[src/hdl/poos_defines.vh]
// Constants for the pulse output origin search block: register byte offsets,
// configuration field positions, reset values, timing, and mode, method, error and event codes.
// Assumes a 100 MHz aclk and a 32-bit AXI4-Lite register port.
`ifndef POOS_DEFINES_VH
`define POOS_DEFINES_VH

`define POOS_CLK_HZ 100000000
`define POOS_MS_US 1000
`define POOS_MS_CYC (`POOS_CLK_HZ / `POOS_MS_US)
`define POOS_RATE_MS 4
`define POOS_MAX_PPS 17'h186A0
`define POOS_PHASE_WRAP 27'h5F5E100
`define POOS_MON_MAX 14'h270F
`define POOS_SYNC_RST 5'h0F

`define POOS_A_CTRL 8'h00
`define POOS_A_CFG 8'h04
`define POOS_A_PWR 8'h08
`define POOS_A_INIT 8'h0C
`define POOS_A_HIGH 8'h10
`define POOS_A_PROX 8'h14
`define POOS_A_CORR 8'h18
`define POOS_A_ACC 8'h1C
`define POOS_A_DEC 8'h20
`define POOS_A_MON 8'h24
`define POOS_A_STAT 8'h28
`define POOS_A_POS 8'h2C
`define POOS_A_ERR 8'h30
`define POOS_A_ISTAT 8'h34
`define POOS_A_IMASK 8'h38
`define POOS_A_RATE 8'h3C

`define POOS_CTRL_START 0
`define POOS_CTRL_STOP 1
`define POOS_CFG_LIM_ALWAYS 0
`define POOS_CFG_LIM_NO 1
`define POOS_CFG_CLR_ORG 2
`define POOS_CFG_SCURVE 3
`define POOS_CFG_DIR_CCW 4
`define POOS_CFG_LIM_STOP 5
`define POOS_CFG_MODE_LO 6
`define POOS_CFG_ORG_NO 8
`define POOS_CFG_PROX_NO 9
`define POOS_PWR_EN 0
`define POOS_PWR_METH_LO 1

`define POOS_CFG_RST 10'h000
`define POOS_PWR_RST 3'h0
`define POOS_MODE_INP 2'h2
`define POOS_METH_ONOFF 2'h0
`define POOS_METH_ON 2'h1
`define POOS_METH_NONE 2'h2
`define POOS_ERR_TIMEOUT 16'h0300
`define POOS_ERR_LIMIT 16'h0201

`define POOS_EV_DONE 0
`define POOS_EV_ERR 1
`define POOS_EV_LIMIT 2
`define POOS_EV_ORIGIN 3

`endif

[src/hdl/poos_origin_search.v]
// Origin search and limit handling for one pulse output channel, with an
// AXI4-Lite register port, a step/direction pulse output and an interrupt.
// Assumes sensor and drive inputs are asynchronous and aclk is 100 MHz.
//
// Chosen here: the AXI4-Lite slave port and the placing of the registers.
`timescale 1ns/100ps
`include "poos_defines.vh"
module poos_origin_search
#(
    parameter [31:0] MS_CYC = `POOS_MS_CYC
)
(
    input wire aclk,
    input wire aresetn,
    input wire [7:0] s_axi_awaddr,
    input wire s_axi_awvalid,
    output reg s_axi_awready,
    input wire [31:0] s_axi_wdata,
    input wire [3:0] s_axi_wstrb,
    input wire s_axi_wvalid,
    output reg s_axi_wready,
    output reg [1:0] s_axi_bresp,
    output reg s_axi_bvalid,
    input wire s_axi_bready,
    input wire [7:0] s_axi_araddr,
    input wire s_axi_arvalid,
    output reg s_axi_arready,
    output reg [31:0] s_axi_rdata,
    output reg [1:0] s_axi_rresp,
    output reg s_axi_rvalid,
    input wire s_axi_rready,
    input wire cw_limit_in,
    input wire ccw_limit_in,
    input wire prox_in,
    input wire origin_in,
    input wire in_position_input,
    output reg pulse_out,
    output reg dir_ccw_out,
    output reg irq
);

    localparam [2:0] ST_IDLE = 3'h0;
    localparam [2:0] ST_FAST = 3'h1;
    localparam [2:0] ST_APPR = 3'h2;
    localparam [2:0] ST_CORR = 3'h3;
    localparam [2:0] ST_MON = 3'h4;

    reg [9:0] cfg_r;
    reg [2:0] pwr_r;
    reg [31:0] init_r, high_r, prox_r, corr_r, acc_r, dec_r, mon_r;
    reg [3:0] istat_r, imask_r;
    reg [9:0] cfg_q;
    reg [16:0] init_q, high_q, prox_q;
    reg [31:0] corr_q;
    reg [15:0] acc_q, dec_q;
    reg [13:0] mon_q;
    reg en_q, pwr_done_r;
    reg [1:0] meth_q;
    reg [4:0] s1_r, s2_r;
    reg [2:0] st_r;
    reg [16:0] rate_r, target_r;
    reg [26:0] phase_r;
    reg dir_r, prox_seen_r, prox_off_r, no_origin_r, stop_err_r, lim_d_r;
    reg [31:0] pos_r, remain_r, ms_cnt_r;
    reg [1:0] ms4_cnt_r;
    reg [13:0] mon_cnt_r;
    reg [15:0] err_r;
    reg [3:0] ev;
    reg [31:0] rd_mux;

    function [31:0] merge;
        input [31:0] old_v;
        input [31:0] new_v;
        input [3:0] strb;
        integer i;
        begin
            merge = old_v;
            for (i = 0; i < 4; i = i + 1)
                if (strb[i])
                    merge[8*i +: 8] = new_v[8*i +: 8];
        end
    endfunction

    function [16:0] clamp_pps;
        input [31:0] v;
        begin
            if (v > {15'h0000, `POOS_MAX_PPS})
                clamp_pps = `POOS_MAX_PPS;
            else
                clamp_pps = v[16:0];
        end
    endfunction

    wire wr_en = s_axi_awready & s_axi_awvalid & s_axi_wvalid;
    wire rd_en = s_axi_arready & s_axi_arvalid;
    wire [7:0] wa = s_axi_awaddr;
    wire [31:0] cfg_wr = merge({22'h0, cfg_r}, s_axi_wdata, s_axi_wstrb);
    wire ctrl_wr = wr_en & (wa == `POOS_A_CTRL) & s_axi_wstrb[0];
    wire start_cmd = ctrl_wr & s_axi_wdata[`POOS_CTRL_START];
    wire stop_cmd = ctrl_wr & s_axi_wdata[`POOS_CTRL_STOP];
    wire en_eff = pwr_done_r ? en_q : pwr_r[`POOS_PWR_EN];
    wire run = (st_r == ST_FAST) | (st_r == ST_APPR) | (st_r == ST_CORR);

    wire cw_act = s2_r[0] ^ ~cfg_q[`POOS_CFG_LIM_NO];
    wire ccw_act = s2_r[1] ^ ~cfg_q[`POOS_CFG_LIM_NO];
    wire prox_act = s2_r[2] ^ ~cfg_q[`POOS_CFG_PROX_NO];
    wire org_act = s2_r[3] ^ ~cfg_q[`POOS_CFG_ORG_NO];
    wire inp_act = s2_r[4];
    wire lim_en = cfg_q[`POOS_CFG_LIM_ALWAYS] | (st_r != ST_IDLE);
    wire lim_any = lim_en & (cw_act | ccw_act);
    wire lim_hit = run & (dir_r ? ccw_act : cw_act);

    wire ms_tick = (ms_cnt_r == MS_CYC - 32'h1);
    wire tick4 = ms_tick & (ms4_cnt_r == 2'h3);
    wire [27:0] phase_sum = {1'b0, phase_r} + {11'h000, rate_r};
    wire step = run & (phase_sum >= {1'b0, `POOS_PHASE_WRAP});
    wire [1:0] mode_q = cfg_q[`POOS_CFG_MODE_LO +: 2];

    // S-curve halves the step near the target.
    wire up = rate_r < target_r;
    wire [16:0] diff = up ? target_r - rate_r : rate_r - target_r;
    wire [15:0] step_raw = up ? acc_q : dec_q;
    wire near = cfg_q[`POOS_CFG_SCURVE] & ({1'b0, diff} < {step_raw, 2'b00});
    wire [15:0] step_eff = near ? step_raw - {1'b0, step_raw[15:1]} : step_raw;
    wire jump = (step_eff == 16'h0000) | ({1'b0, step_eff} >= diff);
    wire [16:0] rate_ramp = jump ? target_r
        : (up ? rate_r + {1'b0, step_eff} : rate_r - {1'b0, step_eff});

    wire org_ok = org_act & ((meth_q == `POOS_METH_NONE) | (meth_q == `POOS_METH_ON)
        | prox_off_r);

    // Synchronisers start at the idle pin levels so no false limit edge follows reset.
    always @(posedge aclk)
    begin
        if (!aresetn)
        begin
            s1_r <= `POOS_SYNC_RST;
            s2_r <= `POOS_SYNC_RST;
        end
        else
        begin
            s1_r <= {in_position_input, origin_in, prox_in, ccw_limit_in, cw_limit_in};
            s2_r <= s1_r;
        end
    end

    always @(posedge aclk)
    begin
        if (!aresetn)
        begin
            ms_cnt_r <= 32'h0;
            ms4_cnt_r <= 2'h0;
        end
        else if (ms_tick)
        begin
            ms_cnt_r <= 32'h0;
            ms4_cnt_r <= ms4_cnt_r + 2'h1;
        end
        else
            ms_cnt_r <= ms_cnt_r + 32'h1;
    end

    always @(posedge aclk)
    begin
        if (!aresetn)
        begin
            s_axi_awready <= 1'b0;
            s_axi_wready <= 1'b0;
            s_axi_bvalid <= 1'b0;
            s_axi_bresp <= 2'h0;
            s_axi_arready <= 1'b0;
            s_axi_rvalid <= 1'b0;
            s_axi_rresp <= 2'h0;
            s_axi_rdata <= 32'h0;
        end
        else
        begin
            s_axi_awready <= s_axi_awvalid & s_axi_wvalid & ~s_axi_awready & ~s_axi_bvalid;
            s_axi_wready <= s_axi_awvalid & s_axi_wvalid & ~s_axi_awready & ~s_axi_bvalid;
            if (wr_en)
            begin
                s_axi_bvalid <= 1'b1;
                s_axi_bresp <= (wa > `POOS_A_RATE) | (wa[1:0] != 2'h0) ? 2'h2 : 2'h0;
            end
            else if (s_axi_bready)
                s_axi_bvalid <= 1'b0;
            s_axi_arready <= s_axi_arvalid & ~s_axi_arready & ~s_axi_rvalid;
            if (rd_en)
            begin
                s_axi_rvalid <= 1'b1;
                s_axi_rdata <= rd_mux;
                s_axi_rresp <= (s_axi_araddr > `POOS_A_RATE) | (s_axi_araddr[1:0] != 2'h0)
                    ? 2'h2 : 2'h0;
            end
            else if (s_axi_rready)
                s_axi_rvalid <= 1'b0;
        end
    end

    always @*
    begin
        case (s_axi_araddr)
            `POOS_A_CFG: rd_mux = {22'h0, cfg_r};
            `POOS_A_PWR: rd_mux = {29'h0, pwr_r};
            `POOS_A_INIT: rd_mux = init_r;
            `POOS_A_HIGH: rd_mux = high_r;
            `POOS_A_PROX: rd_mux = prox_r;
            `POOS_A_CORR: rd_mux = corr_r;
            `POOS_A_ACC: rd_mux = acc_r;
            `POOS_A_DEC: rd_mux = dec_r;
            `POOS_A_MON: rd_mux = mon_r;
            `POOS_A_STAT: rd_mux = {17'h0, s2_r, meth_q, en_q, stop_err_r, no_origin_r,
                (st_r != ST_IDLE), dir_r, st_r};
            `POOS_A_POS: rd_mux = pos_r;
            `POOS_A_ERR: rd_mux = {16'h0, err_r};
            `POOS_A_ISTAT: rd_mux = {28'h0, istat_r};
            `POOS_A_IMASK: rd_mux = {28'h0, imask_r};
            `POOS_A_RATE: rd_mux = {15'h0, rate_r};
            default: rd_mux = 32'h0;
        endcase
    end

    always @(posedge aclk)
    begin
        if (!aresetn)
        begin
            cfg_r <= `POOS_CFG_RST;
            pwr_r <= `POOS_PWR_RST;
            init_r <= 32'h0;
            high_r <= 32'h0;
            prox_r <= 32'h0;
            corr_r <= 32'h0;
            acc_r <= 32'h0;
            dec_r <= 32'h0;
            mon_r <= 32'h0;
            imask_r <= 4'h0;
        end
        else if (wr_en)
        begin
            case (wa)
                `POOS_A_CFG: cfg_r <= cfg_wr[9:0];
                `POOS_A_PWR: pwr_r <= s_axi_wstrb[0] ? s_axi_wdata[2:0] : pwr_r;
                `POOS_A_INIT: init_r <= merge(init_r, s_axi_wdata, s_axi_wstrb);
                `POOS_A_HIGH: high_r <= merge(high_r, s_axi_wdata, s_axi_wstrb);
                `POOS_A_PROX: prox_r <= merge(prox_r, s_axi_wdata, s_axi_wstrb);
                `POOS_A_CORR: corr_r <= merge(corr_r, s_axi_wdata, s_axi_wstrb);
                `POOS_A_ACC: acc_r <= merge(acc_r, s_axi_wdata, s_axi_wstrb);
                `POOS_A_DEC: dec_r <= merge(dec_r, s_axi_wdata, s_axi_wstrb);
                `POOS_A_MON: mon_r <= merge(mon_r, s_axi_wdata, s_axi_wstrb);
                `POOS_A_IMASK: imask_r <= s_axi_wstrb[0] ? s_axi_wdata[3:0] : imask_r;
                default: cfg_r <= cfg_r;
            endcase
        end
    end

    // Interrupt status: a new event wins over a write-one clear.
    always @(posedge aclk)
    begin
        if (!aresetn)
        begin
            istat_r <= 4'h0;
            irq <= 1'b0;
        end
        else
        begin
            if (wr_en & (wa == `POOS_A_ISTAT) & s_axi_wstrb[0])
                istat_r <= (istat_r & ~s_axi_wdata[3:0]) | ev;
            else
                istat_r <= istat_r | ev;
            irq <= |(istat_r & imask_r);
        end
    end

    always @(posedge aclk)
    begin
        if (!aresetn)
        begin
            cfg_q <= `POOS_CFG_RST;
            init_q <= 17'h0;
            high_q <= 17'h0;
            prox_q <= 17'h0;
            corr_q <= 32'h0;
            acc_q <= 16'h0;
            dec_q <= 16'h0;
            mon_q <= 14'h0;
            en_q <= 1'b0;
            meth_q <= `POOS_METH_ONOFF;
            pwr_done_r <= 1'b0;
            st_r <= ST_IDLE;
            rate_r <= 17'h0;
            target_r <= 17'h0;
            phase_r <= 27'h0;
            dir_r <= 1'b0;
            prox_seen_r <= 1'b0;
            prox_off_r <= 1'b0;
            no_origin_r <= 1'b1;
            stop_err_r <= 1'b0;
            lim_d_r <= 1'b0;
            pos_r <= 32'h0;
            remain_r <= 32'h0;
            mon_cnt_r <= 14'h0;
            err_r <= 16'h0;
            ev <= 4'h0;
            pulse_out <= 1'b0;
            dir_ccw_out <= 1'b0;
        end
        else
        begin
            ev <= 4'h0;
            lim_d_r <= lim_any;
            pulse_out <= step;
            dir_ccw_out <= dir_r;
            phase_r <= step ? phase_sum[26:0] - `POOS_PHASE_WRAP : (run ? phase_sum[26:0] : 27'h0);
            if (step)
                pos_r <= dir_r ? pos_r - 32'h1 : pos_r + 32'h1;
            if (lim_any & ~lim_d_r)
            begin
                ev[`POOS_EV_LIMIT] <= 1'b1;
                if (cfg_q[`POOS_CFG_CLR_ORG])
                    no_origin_r <= 1'b1;
            end
            if ((st_r == ST_FAST) | (st_r == ST_APPR))
            begin
                if (tick4)
                    rate_r <= rate_ramp;
            end
            if (stop_cmd)
            begin
                st_r <= ST_IDLE;
                rate_r <= 17'h0;
            end
            else
            begin
                case (st_r)
                    ST_IDLE:
                    begin
                        // Start moves nothing while search disabled; the first start after reset still latches the power-on method.
                        if (start_cmd & en_eff)
                        begin
                            pwr_done_r <= 1'b1;
                            en_q <= en_eff;
                            meth_q <= pwr_done_r ? meth_q : pwr_r[`POOS_PWR_METH_LO +: 2];
                            cfg_q <= cfg_r;
                            init_q <= clamp_pps(init_r);
                            high_q <= clamp_pps(high_r);
                            prox_q <= clamp_pps(prox_r);
                            corr_q <= corr_r;
                            acc_q <= acc_r[15:0];
                            dec_q <= dec_r[15:0];
                            mon_q <= (mon_r > {18'h00000, `POOS_MON_MAX}) ? `POOS_MON_MAX
                                : mon_r[13:0];
                            dir_r <= cfg_r[`POOS_CFG_DIR_CCW];
                            rate_r <= clamp_pps(init_r);
                            prox_seen_r <= 1'b0;
                            prox_off_r <= 1'b0;
                            stop_err_r <= 1'b0;
                            err_r <= 16'h0;
                            target_r <= clamp_pps(high_r);
                            st_r <= ST_FAST;
                        end
                        else if (start_cmd & ~pwr_done_r)
                        begin
                            pwr_done_r <= 1'b1;
                            meth_q <= pwr_r[`POOS_PWR_METH_LO +: 2];
                        end
                    end
                    ST_FAST, ST_APPR, ST_CORR:
                    begin
                        // Reverse or stop on a limit.
                        if (lim_hit & cfg_q[`POOS_CFG_LIM_STOP])
                        begin
                            st_r <= ST_IDLE;
                            rate_r <= 17'h0;
                            err_r <= `POOS_ERR_LIMIT;
                            stop_err_r <= 1'b1;
                            ev[`POOS_EV_ERR] <= 1'b1;
                        end
                        else if (lim_hit)
                        begin
                            dir_r <= ~dir_r;
                            rate_r <= init_q;
                            if (st_r == ST_CORR)
                                st_r <= ST_IDLE;
                        end
                        else if (st_r == ST_FAST)
                        begin
                            // Proximity moves to the approach phase.
                            if ((meth_q == `POOS_METH_NONE) | prox_act)
                            begin
                                prox_seen_r <= prox_act;
                                target_r <= prox_q;
                                st_r <= ST_APPR;
                            end
                        end
                        else if (st_r == ST_APPR)
                        begin
                            if (prox_act)
                                prox_seen_r <= 1'b1;
                            else if (prox_seen_r)
                                prox_off_r <= 1'b1;
                            // Origin zeroes the position and starts the correction move; the train stops at once only with a zero offset.
                            if (org_ok)
                            begin
                                ev[`POOS_EV_ORIGIN] <= 1'b1;
                                pos_r <= 32'h0;
                                rate_r <= prox_q;
                                // Correction move by the signed offset.
                                dir_r <= corr_q[31];
                                remain_r <= corr_q[31] ? 32'h0 - corr_q : corr_q;
                                if (corr_q != 32'h0)
                                    st_r <= ST_CORR;
                                else
                                begin
                                    rate_r <= 17'h0;
                                    st_r <= ST_MON;
                                    mon_cnt_r <= 14'h0;
                                end
                            end
                        end
                        else if (step)
                        begin
                            remain_r <= remain_r - 32'h1;
                            if (remain_r == 32'h1)
                            begin
                                rate_r <= 17'h0;
                                st_r <= ST_MON;
                                mon_cnt_r <= 14'h0;
                            end
                        end
                    end
                    ST_MON:
                    begin
                        if ((mode_q != `POOS_MODE_INP) | inp_act)
                        begin
                            st_r <= ST_IDLE;
                            no_origin_r <= 1'b0;
                            ev[`POOS_EV_DONE] <= 1'b1;
                        end
                        // Timeout raises code and stop flag.
                        else if (mon_cnt_r >= mon_q)
                        begin
                            st_r <= ST_IDLE;
                            err_r <= `POOS_ERR_TIMEOUT;
                            stop_err_r <= 1'b1;
                            ev[`POOS_EV_ERR] <= 1'b1;
                        end
                        else if (ms_tick)
                            mon_cnt_r <= mon_cnt_r + 14'h1;
                    end
                    default: st_r <= ST_IDLE;
                endcase
            end
        end
    end

endmodule

[config.mk]
export PLATFORM = sky130hd
export DESIGN_NAME = poos_origin_search
export DESIGN_NICKNAME = d
export VERILOG_FILES = /design/src/hdl/poos_origin_search.v
export VERILOG_INCLUDE_DIRS = /design/src /design/src/hdl
export SDC_FILE = /design/constraint.sdc
export NUM_CORES = 2
export LEC_CHECK = 0
export ABC_AREA = 1
export ABC_CLOCK_PERIOD_IN_PS = 7700
export BUFFER_PORTS_ARGS = -buffer_cell sky130_fd_sc_hd__buf_2
export CAP_MARGIN = 20
export CORE_MARGIN = 3
export CORE_UTILIZATION = 45
export CTS_BUF_LIST = sky130_fd_sc_hd__clkbuf_16
export CTS_CLUSTER_SIZE = 30
export DETAILED_ROUTE_END_ITERATION = 6
export PLACE_DENSITY = 0.69
export SYNTH_ARGS = -nofsm -noshare
export SYNTH_HDL_FRONTEND = slang
export SYNTH_SLANG_ARGS = --single-unit
[constraint.sdc]
create_clock -name aclk -period 7.7 [get_ports aclk]
set_input_delay 0.385 -clock aclk [delete_from_list [all_inputs] [get_ports aclk]]
set_output_delay 0.385 -clock aclk [all_outputs]
set_load 0.01 [all_outputs]
Word-level counts from Yosys, hierarchy flattened
Cells that the tools add are included.
- $mul: 0
- add/subtract/negate cells: 14
- equality and inequality tests: 68
- bitwise logic cells: 62
- $lt $le $gt $ge: 11
- shifts and indexed selects: 0
- reduce and logical (&&, ||, !) cells: 63
- multiplexer cells: 126
- divide/modulo/power cells: 0
- operators with widths (kind ; number):
    one-hot mux 32 bit (15 select lines) ; 1
    2-to-1 mux 32 bit ; 13
    2-to-1 mux 17 bit ; 22
    2-to-1 mux 14 bit ; 12
    AND reduction 3 bit ; 34
    equality test 8 x 6 -> 1 bit (second input constant) ; 12
    greater-than comparator 32 x 17 -> 1 bit (second input constant) ; 3
    2-to-1 mux 16 bit ; 6
    one-hot mux 17 bit (2 select lines) ; 2
    adder 32 x 1 -> 32 bit (second input constant) ; 2
    equality test 8 x 5 -> 1 bit (second input constant) ; 8
    subtractor 32 x 1 -> 32 bit (second input constant) ; 2
    2-to-1 mux 27 bit ; 2
    one-hot mux 16 bit (3 select lines) ; 1
    2-to-1 mux 1 bit ; 41
    2-to-1 mux 3 bit ; 13
    inequality test 2 bit (second input constant) ; 17
    subtractor 17 bit ; 2
    inequality test 3 bit (second input constant) ; 11
    equality test 32 x 1 -> 1 bit (second input constant) ; 1
    equality test 32 x 17 -> 1 bit (second input constant) ; 1
    equality test 8 x 4 -> 1 bit (second input constant) ; 4
    greater-than comparator 32 x 14 -> 1 bit (second input constant) ; 1
    nonzero test 32 bit ; 1
    other kinds (51) ; 132
- memory bits (writable): 0
- bits in registers: 626
- input bits: 64
- memories kept: 0
- bits in read-only memories: 0
- bits in latches: 0
- output and inout port bits: 44

Longest topological paths before layout
- word-level depth: 17
- mapped depth: 59

Least setup slack after synthesis
Ideal clock, no wire load.
- kind: register to register
- from: reg rate_r[1]
- to: reg rate_r[16]
- required time: 7.644 ns
- path slack: 0.187 ns
- buffers on the path: 5
- arrival time: 7.457 ns
- cell stages (with the launch flop): 51
- library setup time: 0.056 ns
- cells stage by stage: dfxtp_1 > inv_1 > ha_1 > nand2_1 > nor2_1 > nand3_1 > nand3_2 > nand2_4 > nand2_8 > buf_8 > buf_2 > buf_2 > buf_1 > nor2_1 > a211oi_1 > o32ai_1 > a221oi_1 > xor2_1 > (+15 left out) > ha_1 > nand4_1 > o21ai_0 > a21oi_1 > o21ai_0 > a21oi_1 > o21bai_1 > nand2_1 > o211ai_1 > xor2_1 > inv_1 > nand3_1 > nand3_1 > nand3_1 > nand3_1 > nand3_1 > nand2_1 > inv_1
- cells in the longest elaborated chain, start to end: 17
- RTL lines (element ; RTL line ; source):
    from (decl) ; poos_origin_search.v:61 ; reg [16:0] rate_r, target_r;
    from (signal assigned) ; poos_origin_search.v:325 ; rate_r <= rate_ramp;
    from (signal assigned) ; poos_origin_search.v:353 ; rate_r <= clamp_pps(init_r);
    from (signal assigned) ; poos_origin_search.v:381 ; rate_r <= init_q;
    subtractor 17 bit / < comparator 17 bit (equally long branches) ; poos_origin_search.v:121, poos_origin_search.v:120 ;
    2-to-1 mux 17 bit / 2-to-1 mux 16 bit (equally long branches) ; poos_origin_search.v:121, poos_origin_search.v:122 ;
    < comparator 17 x 18 -> 1 bit ; poos_origin_search.v:123 ; wire near = cfg_q[`POOS_CFG_SCURVE] & ({1'b0, diff} < {step_raw, 2'b00});
    AND 1 bit ; poos_origin_search.v:123 ;
    2-to-1 mux 16 bit ; poos_origin_search.v:124 ; wire [15:0] step_eff = near ? step_raw - {1'b0, step_raw[15:1]} : step_raw;
    subtractor 17 x 16 -> 17 bit, or another cell as far along ; poos_origin_search.v:127 ; : (up ? rate_r + {1'b0, step_eff} : rate_r - {1'b0, step_eff});
    2-to-1 mux 17 bit / OR 1 bit (equally long branches) ; poos_origin_search.v:127, poos_origin_search.v:125 ;
    2-to-1 mux 17 bit ; poos_origin_search.v:126 ; wire [16:0] rate_ramp = jump ? target_r
    2-to-1 mux 17 bit ; poos_origin_search.v:324 ; if (tick4)
    2-to-1 mux 17 bit ; poos_origin_search.v:322 ; if ((st_r == ST_FAST) | (st_r == ST_APPR))
    2-to-1 mux 17 bit ; poos_origin_search.v:423 ; if (remain_r == 32'h1)
    2-to-1 mux 17 bit ; poos_origin_search.v:420 ; else if (step)
    2-to-1 mux 17 bit ; poos_origin_search.v:395 ; else if (st_r == ST_APPR)
    2-to-1 mux 17 bit ; poos_origin_search.v:385 ; else if (st_r == ST_FAST)
    2-to-1 mux 17 bit ; poos_origin_search.v:378 ; else if (lim_hit)
    2-to-1 mux 17 bit ; poos_origin_search.v:370 ; if (lim_hit & cfg_q[`POOS_CFG_LIM_STOP])
    one-hot mux 17 bit (2 select lines) * ; poos_origin_search.v:334 ; case (st_r)
Mark *: on every way between the ends. The rest lies on a longest branch, timed or not.
A chain may end at the register's enable or synchronous reset.

Final worst setup path
- from: reg target_r[16]
- to: reg rate_r[13]
- cells in the longest elaborated chain, start to end: 17
- RTL lines (element ; RTL line ; source):
    from (decl) ; poos_origin_search.v:61 ;
    from (signal assigned) ; poos_origin_search.v:358 ; target_r <= clamp_pps(high_r);
    from (signal assigned) ; poos_origin_search.v:391 ; target_r <= prox_q;
    subtractor 17 bit / < comparator 17 bit (equally long branches) ; poos_origin_search.v:121, poos_origin_search.v:120 ;
    2-to-1 mux 17 bit / 2-to-1 mux 16 bit (equally long branches) ; poos_origin_search.v:121, poos_origin_search.v:122 ;
    < comparator 17 x 18 -> 1 bit ; poos_origin_search.v:123 ;
    AND 1 bit ; poos_origin_search.v:123 ;
    2-to-1 mux 16 bit ; poos_origin_search.v:124 ;
    subtractor 17 x 16 -> 17 bit, or another cell as far along ; poos_origin_search.v:127 ;
    2-to-1 mux 17 bit / OR 1 bit (equally long branches) ; poos_origin_search.v:127, poos_origin_search.v:125 ;
    2-to-1 mux 17 bit * ; poos_origin_search.v:126 ;
    2-to-1 mux 17 bit * ; poos_origin_search.v:324 ;
    2-to-1 mux 17 bit * ; poos_origin_search.v:322 ;
    2-to-1 mux 17 bit ; poos_origin_search.v:423 ;
    2-to-1 mux 17 bit ; poos_origin_search.v:420 ;
    2-to-1 mux 17 bit ; poos_origin_search.v:395 ;
    2-to-1 mux 17 bit ; poos_origin_search.v:385 ;
    2-to-1 mux 17 bit ; poos_origin_search.v:378 ;
    2-to-1 mux 17 bit ; poos_origin_search.v:370 ;
    one-hot mux 17 bit (2 select lines) * ; poos_origin_search.v:334 ;
    to (signal assigned) ; poos_origin_search.v:353 ;
    to (signal assigned) ; poos_origin_search.v:381 ;
    to (signal assigned) ; poos_origin_search.v:406 ; rate_r <= prox_q;
Marked as above.

==> impl_metrics.py <==
metrics = {
    "run_status": {
        "status": "finished, violations left",
        "violations": "DRC",
    },
    "routing": {
        "post-route-drc-count": 10,
        "wl_per_cell_um": 20.1,
        "ant_nets": 0,
        "wl_um": 123000,
        "vias": 35500,
        "viasPerCell": 5.79,
        "drt-pass1-iter-count": 7,
        "drt_iter0_markers": 4162,
    },
    "worst_setup_path": {
        "path_buf_inv": 6,
        "r2r-start": "target_r[16]$_SDFFE_PN0P_",
        "crit_family": "compound AO/OA/AOI/OAI gates",
        "reg2reg_to": "rate_r[13]$_SDFF_PP0_",
        "cp_slowest_cell": "ha_1",
        "crit_required_ns": 8.19,
        "worstPathMaxFanout": 14,
        "crit_top_cell": "inv_1",
        "r2r_cells": 44,
        "startpoint_type": "flop",
        "endpoint_kind": "flop",
        "max_stage_delay_ns": 0.40,
        "path_class": "flop to flop",
        "r2r_slack_ns": 0.42,
        "worstPathArrival_ns": 7.76,
    },
    "power": {
        "pwr-share-seq_pct": 17.4,
        "power_switching_uw": 9860,
        "power_switching_share_pct": 50.7,
        "intPower_uw": 9610,
        "combPwrFrac_pct": 66.2,
        "peakVddDrop_uv": 543,
        "p_leak_uw": 0.0161,
        "clkPwrFrac_pct": 16.4,
        "power_density_mw_per_mm2": 503,
    },
    "place": {
        "place.gp.congestion": 1.03,
        "pre_cts_slack_ns": 0.140,
        "port_buffers": 105,
        "dp.final_hpwl_um": 92500,
    },
    "finish": {
        "drive_above_1_share_pct": 7.93,
        "final-seq-area_mm2": 0.0122,
        "multi_input_area_mm2": 0.0194,
        "fin_util_pct": 50.7,
        "fillers": 7641,
        "area_delta_synth_final_pct": 11.0,
        "nets": 5276,
    },
    "hold_path": {
        "min-delay-start": "s_axi_awvalid",
        "hold_path.class": "input port to flop",
        "min_to": "s_axi_wready$_SDFF_PN0_",
        "hold_path_depth": 3,
    },
    "synth": {
        "ys_async_sr_fraction_pct": 0,
        "synthSimpleGateAreaFrac_pct": 20.5,
        "synthFlopType": "dfxtp_1",
        "synth_xor_area_share_pct": 3.52,
        "ys_seq_area_share_pct": 35.0,
        "syn_area_mm2": 0.0349,
        "ys_ff_latch": 610,
        "synth_edf_count": 0,
        "yosysWarnings": 0,
        "synth_top_family_by_area": "compound AO/OA/AOI/OAI gates",
        "synthMuxAreaShare_pct": 0.115,
        "synthAdderAreaFrac_pct": 6.14,
        "synthDistinctLibCells": 73,
        "syn_inst": 4999,
        "synth.avg_cell_area_um2": 6.97,
        "synth_compound_area_share_pct": 25.2,
    },
    "clock_network": {
        "tritoncts": "built",
        "clk_pin_slew_ns": 0.06,
        "clock_latency_ns": 0.61,
        "cts.htree.levels": 3,
        "cts-root-buf": "clkbuf_16",
        "numClockSinks": 610,
        "cts_made_buffers": 67,
        "cts_buffer_depth": 3,
    },
    "grt": {
        "grt_first_pass_wirelength_um": 188000,
        "grt_pass1_vias": 32300,
        "grt-ovfl-total": 0,
        "grt_max_degree": 232,
        "antenna_found_initial": 11,
        "grt_usage_pct": 29.2,
    },
    "floorplan": {
        "die_h_um": 284,
        "die_w_um": 284,
        "ios": 108,
        "die_area_mm2": 0.0808,
        "fp-row-count": 101,
        "start_util_pct": 45.7,
        "core_mm2": 0.0763,
    },
    "sta": {
        "fmax_mhz": 137,
        "tightest_slew_ns": 1.17,
        "finalHoldViolCount": 0,
        "post-route-period-util_pct": 94.5,
        "setup_violations": 0,
        "drv_slew": 0,
        "final.setup_skew_ns": 0.0191,
        "fin_ws_ns": 0.420,
        "max_slew_margin_pct": 20.8,
        "min_period_ns": 7.28,
    },
    "run": {
        "cap_violations": 0,
    },
}
[cell usage after synthesis, types with 28 or more instances]
library cell	instances	area, µm²
a221oi_1	46	403
nor2_1	412	1550
or2_2	28	175
inv_1	638	2390
nor3_1	107	536
clkbuf_1	167	627
dfxtp_1	610	12200
nand3_1	244	1220
a31oi_1	38	238
nand2_1	679	2550
nand4_1	57	357
o21ai_0	601	3010
nor4_1	31	194
xnor2_1	41	359
a21oi_1	673	3370
o22ai_1	73	457
a211oi_1	37	278
xor2_1	99	867
ha_1	163	2040
[cell families (layout without fill, tap and decap cells)]
group           after synthesis  count (layout)
simple gates               1624            1624
compound gates             1590            1590
buf+inv                     862             956
flops                       610             610
fa+ha+maj                   168             168
xor+xnor                    140             140
mux                           4               4
other cells                   1               9
[worst max path at each step]
stage / start / to / slack, ns / depth (start not counted)
floorplan: rate_r[1]$_SDFF_PP0_ / rate_r[16]$_SDFF_PP0_ / 0.19 / 50
global route: rate_r[10]$_SDFF_PP0_ / rate_r[16]$_SDFF_PP0_ / -0.07 / 48
CTS: rate_r[4]$_SDFF_PP0_ / rate_r[16]$_SDFF_PP0_ / 0.06 / 49
detailed placement: rate_r[4]$_SDFF_PP0_ / rate_r[16]$_SDFF_PP0_ / 0.14 / 49
finish: target_r[16]$_SDFFE_PN0P_ / rate_r[13]$_SDFF_PP0_ / 0.42 / 44
global placement: rate_r[4]$_SDFF_PP0_ / rate_r[16]$_SDFF_PP0_ / 0.26 / 49
[per-stage QoR]
stage	total power (µW)	setup TNS, ns	hold slack [ns]	area, µm²	cells
2_1_floorplan	12600	0	0.390	34900	5000
3_3_place_gp	15600	0	0.394	36400	5992
3_5_place_dp	15600	0	0.401	36400	5992
4_1_cts	18900	0	0.00118	38500	6116
5_1_grt	21000	-0.117	0.0168	38700	6129
6_report	19500	0	0.0127	38700	6131
[placed cells by master (no fill, tap or decap), types with 12 or more instances in the layout]
cell / netlist / layout
nand2_2: 24 / 28
inv_1: 638 / 652
clkinv_2: 0 / 12
nor2_1: 412 / 409
nor3_1: 107 / 106
clkinv_1: 9 / 18
nand3_1: 244 / 244
o211ai_1: 13 / 13
nand4_1: 57 / 57
a21oi_1: 673 / 669
nand2_1: 679 / 675
o21ai_0: 601 / 597
o31ai_1: 14 / 14
clkbuf_16: 0 / 68
a221oi_1: 46 / 45
xor2_1: 99 / 99
a211oi_1: 37 / 37
buf_2: 18 / 104
o22ai_1: 73 / 73
nor4_1: 31 / 28
xnor2_1: 41 / 41
buf_4: 6 / 70
a31oi_1: 38 / 38
dfxtp_1: 610 / 609
ha_1: 163 / 154
or2_2: 28 / 28
[layout make-up]
cell class	instances	area share, %
tap	1030	3.33
multi-input combinational	3528	50.2
clock inverter	51	1.09
clock buffer	68	4.40
timing repair buffer	182	2.97
inverter	655	6.37
antenna	7	0.0453
sequential	610	31.6
[metal layers]
metal	share of wire, %	GRT usage, %	vias up
li1	-	-	17100
met1	43	40.7	16300
met2	41	42.9	1728
met3	10	6.21	369
met4	5.6	14.1	10
met5	0.047	0	-
[power groups by stage]
stage          Clock (µW)  Sequential, µW  Combinational, µW
3_5_place_dp            0            3460              12200
2_1_floorplan           0            3460               9100
5_1_grt              3340            3410              14300
3_3_place_gp            0            3450              12200
6_report             3180            3390              12900
4_1_cts              3210            3390              12300
[worst register-to-register path: cells and delay by family (launching register included)]
kind | cells | cell delay (ns)
and+or+nand+nor | 16 | 1.78
AOI/OAI and AO/OA | 15 | 2.80
DFF | 1 | 0.33
buffers and inverters | 6 | 0.46
adders and majority gates | 4 | 1.23
xor gates and xnor gates | 3 | 0.52
[what timing repair did]
item,4_1_cts,5_1_grt
resized for setup,0,30
buffers inserted,0,8
endpoints found under the hold margin,5,0
endpoints found under the setup margin,0,17
hold buffers,5,0
Power figures use the tool's default switching activity.
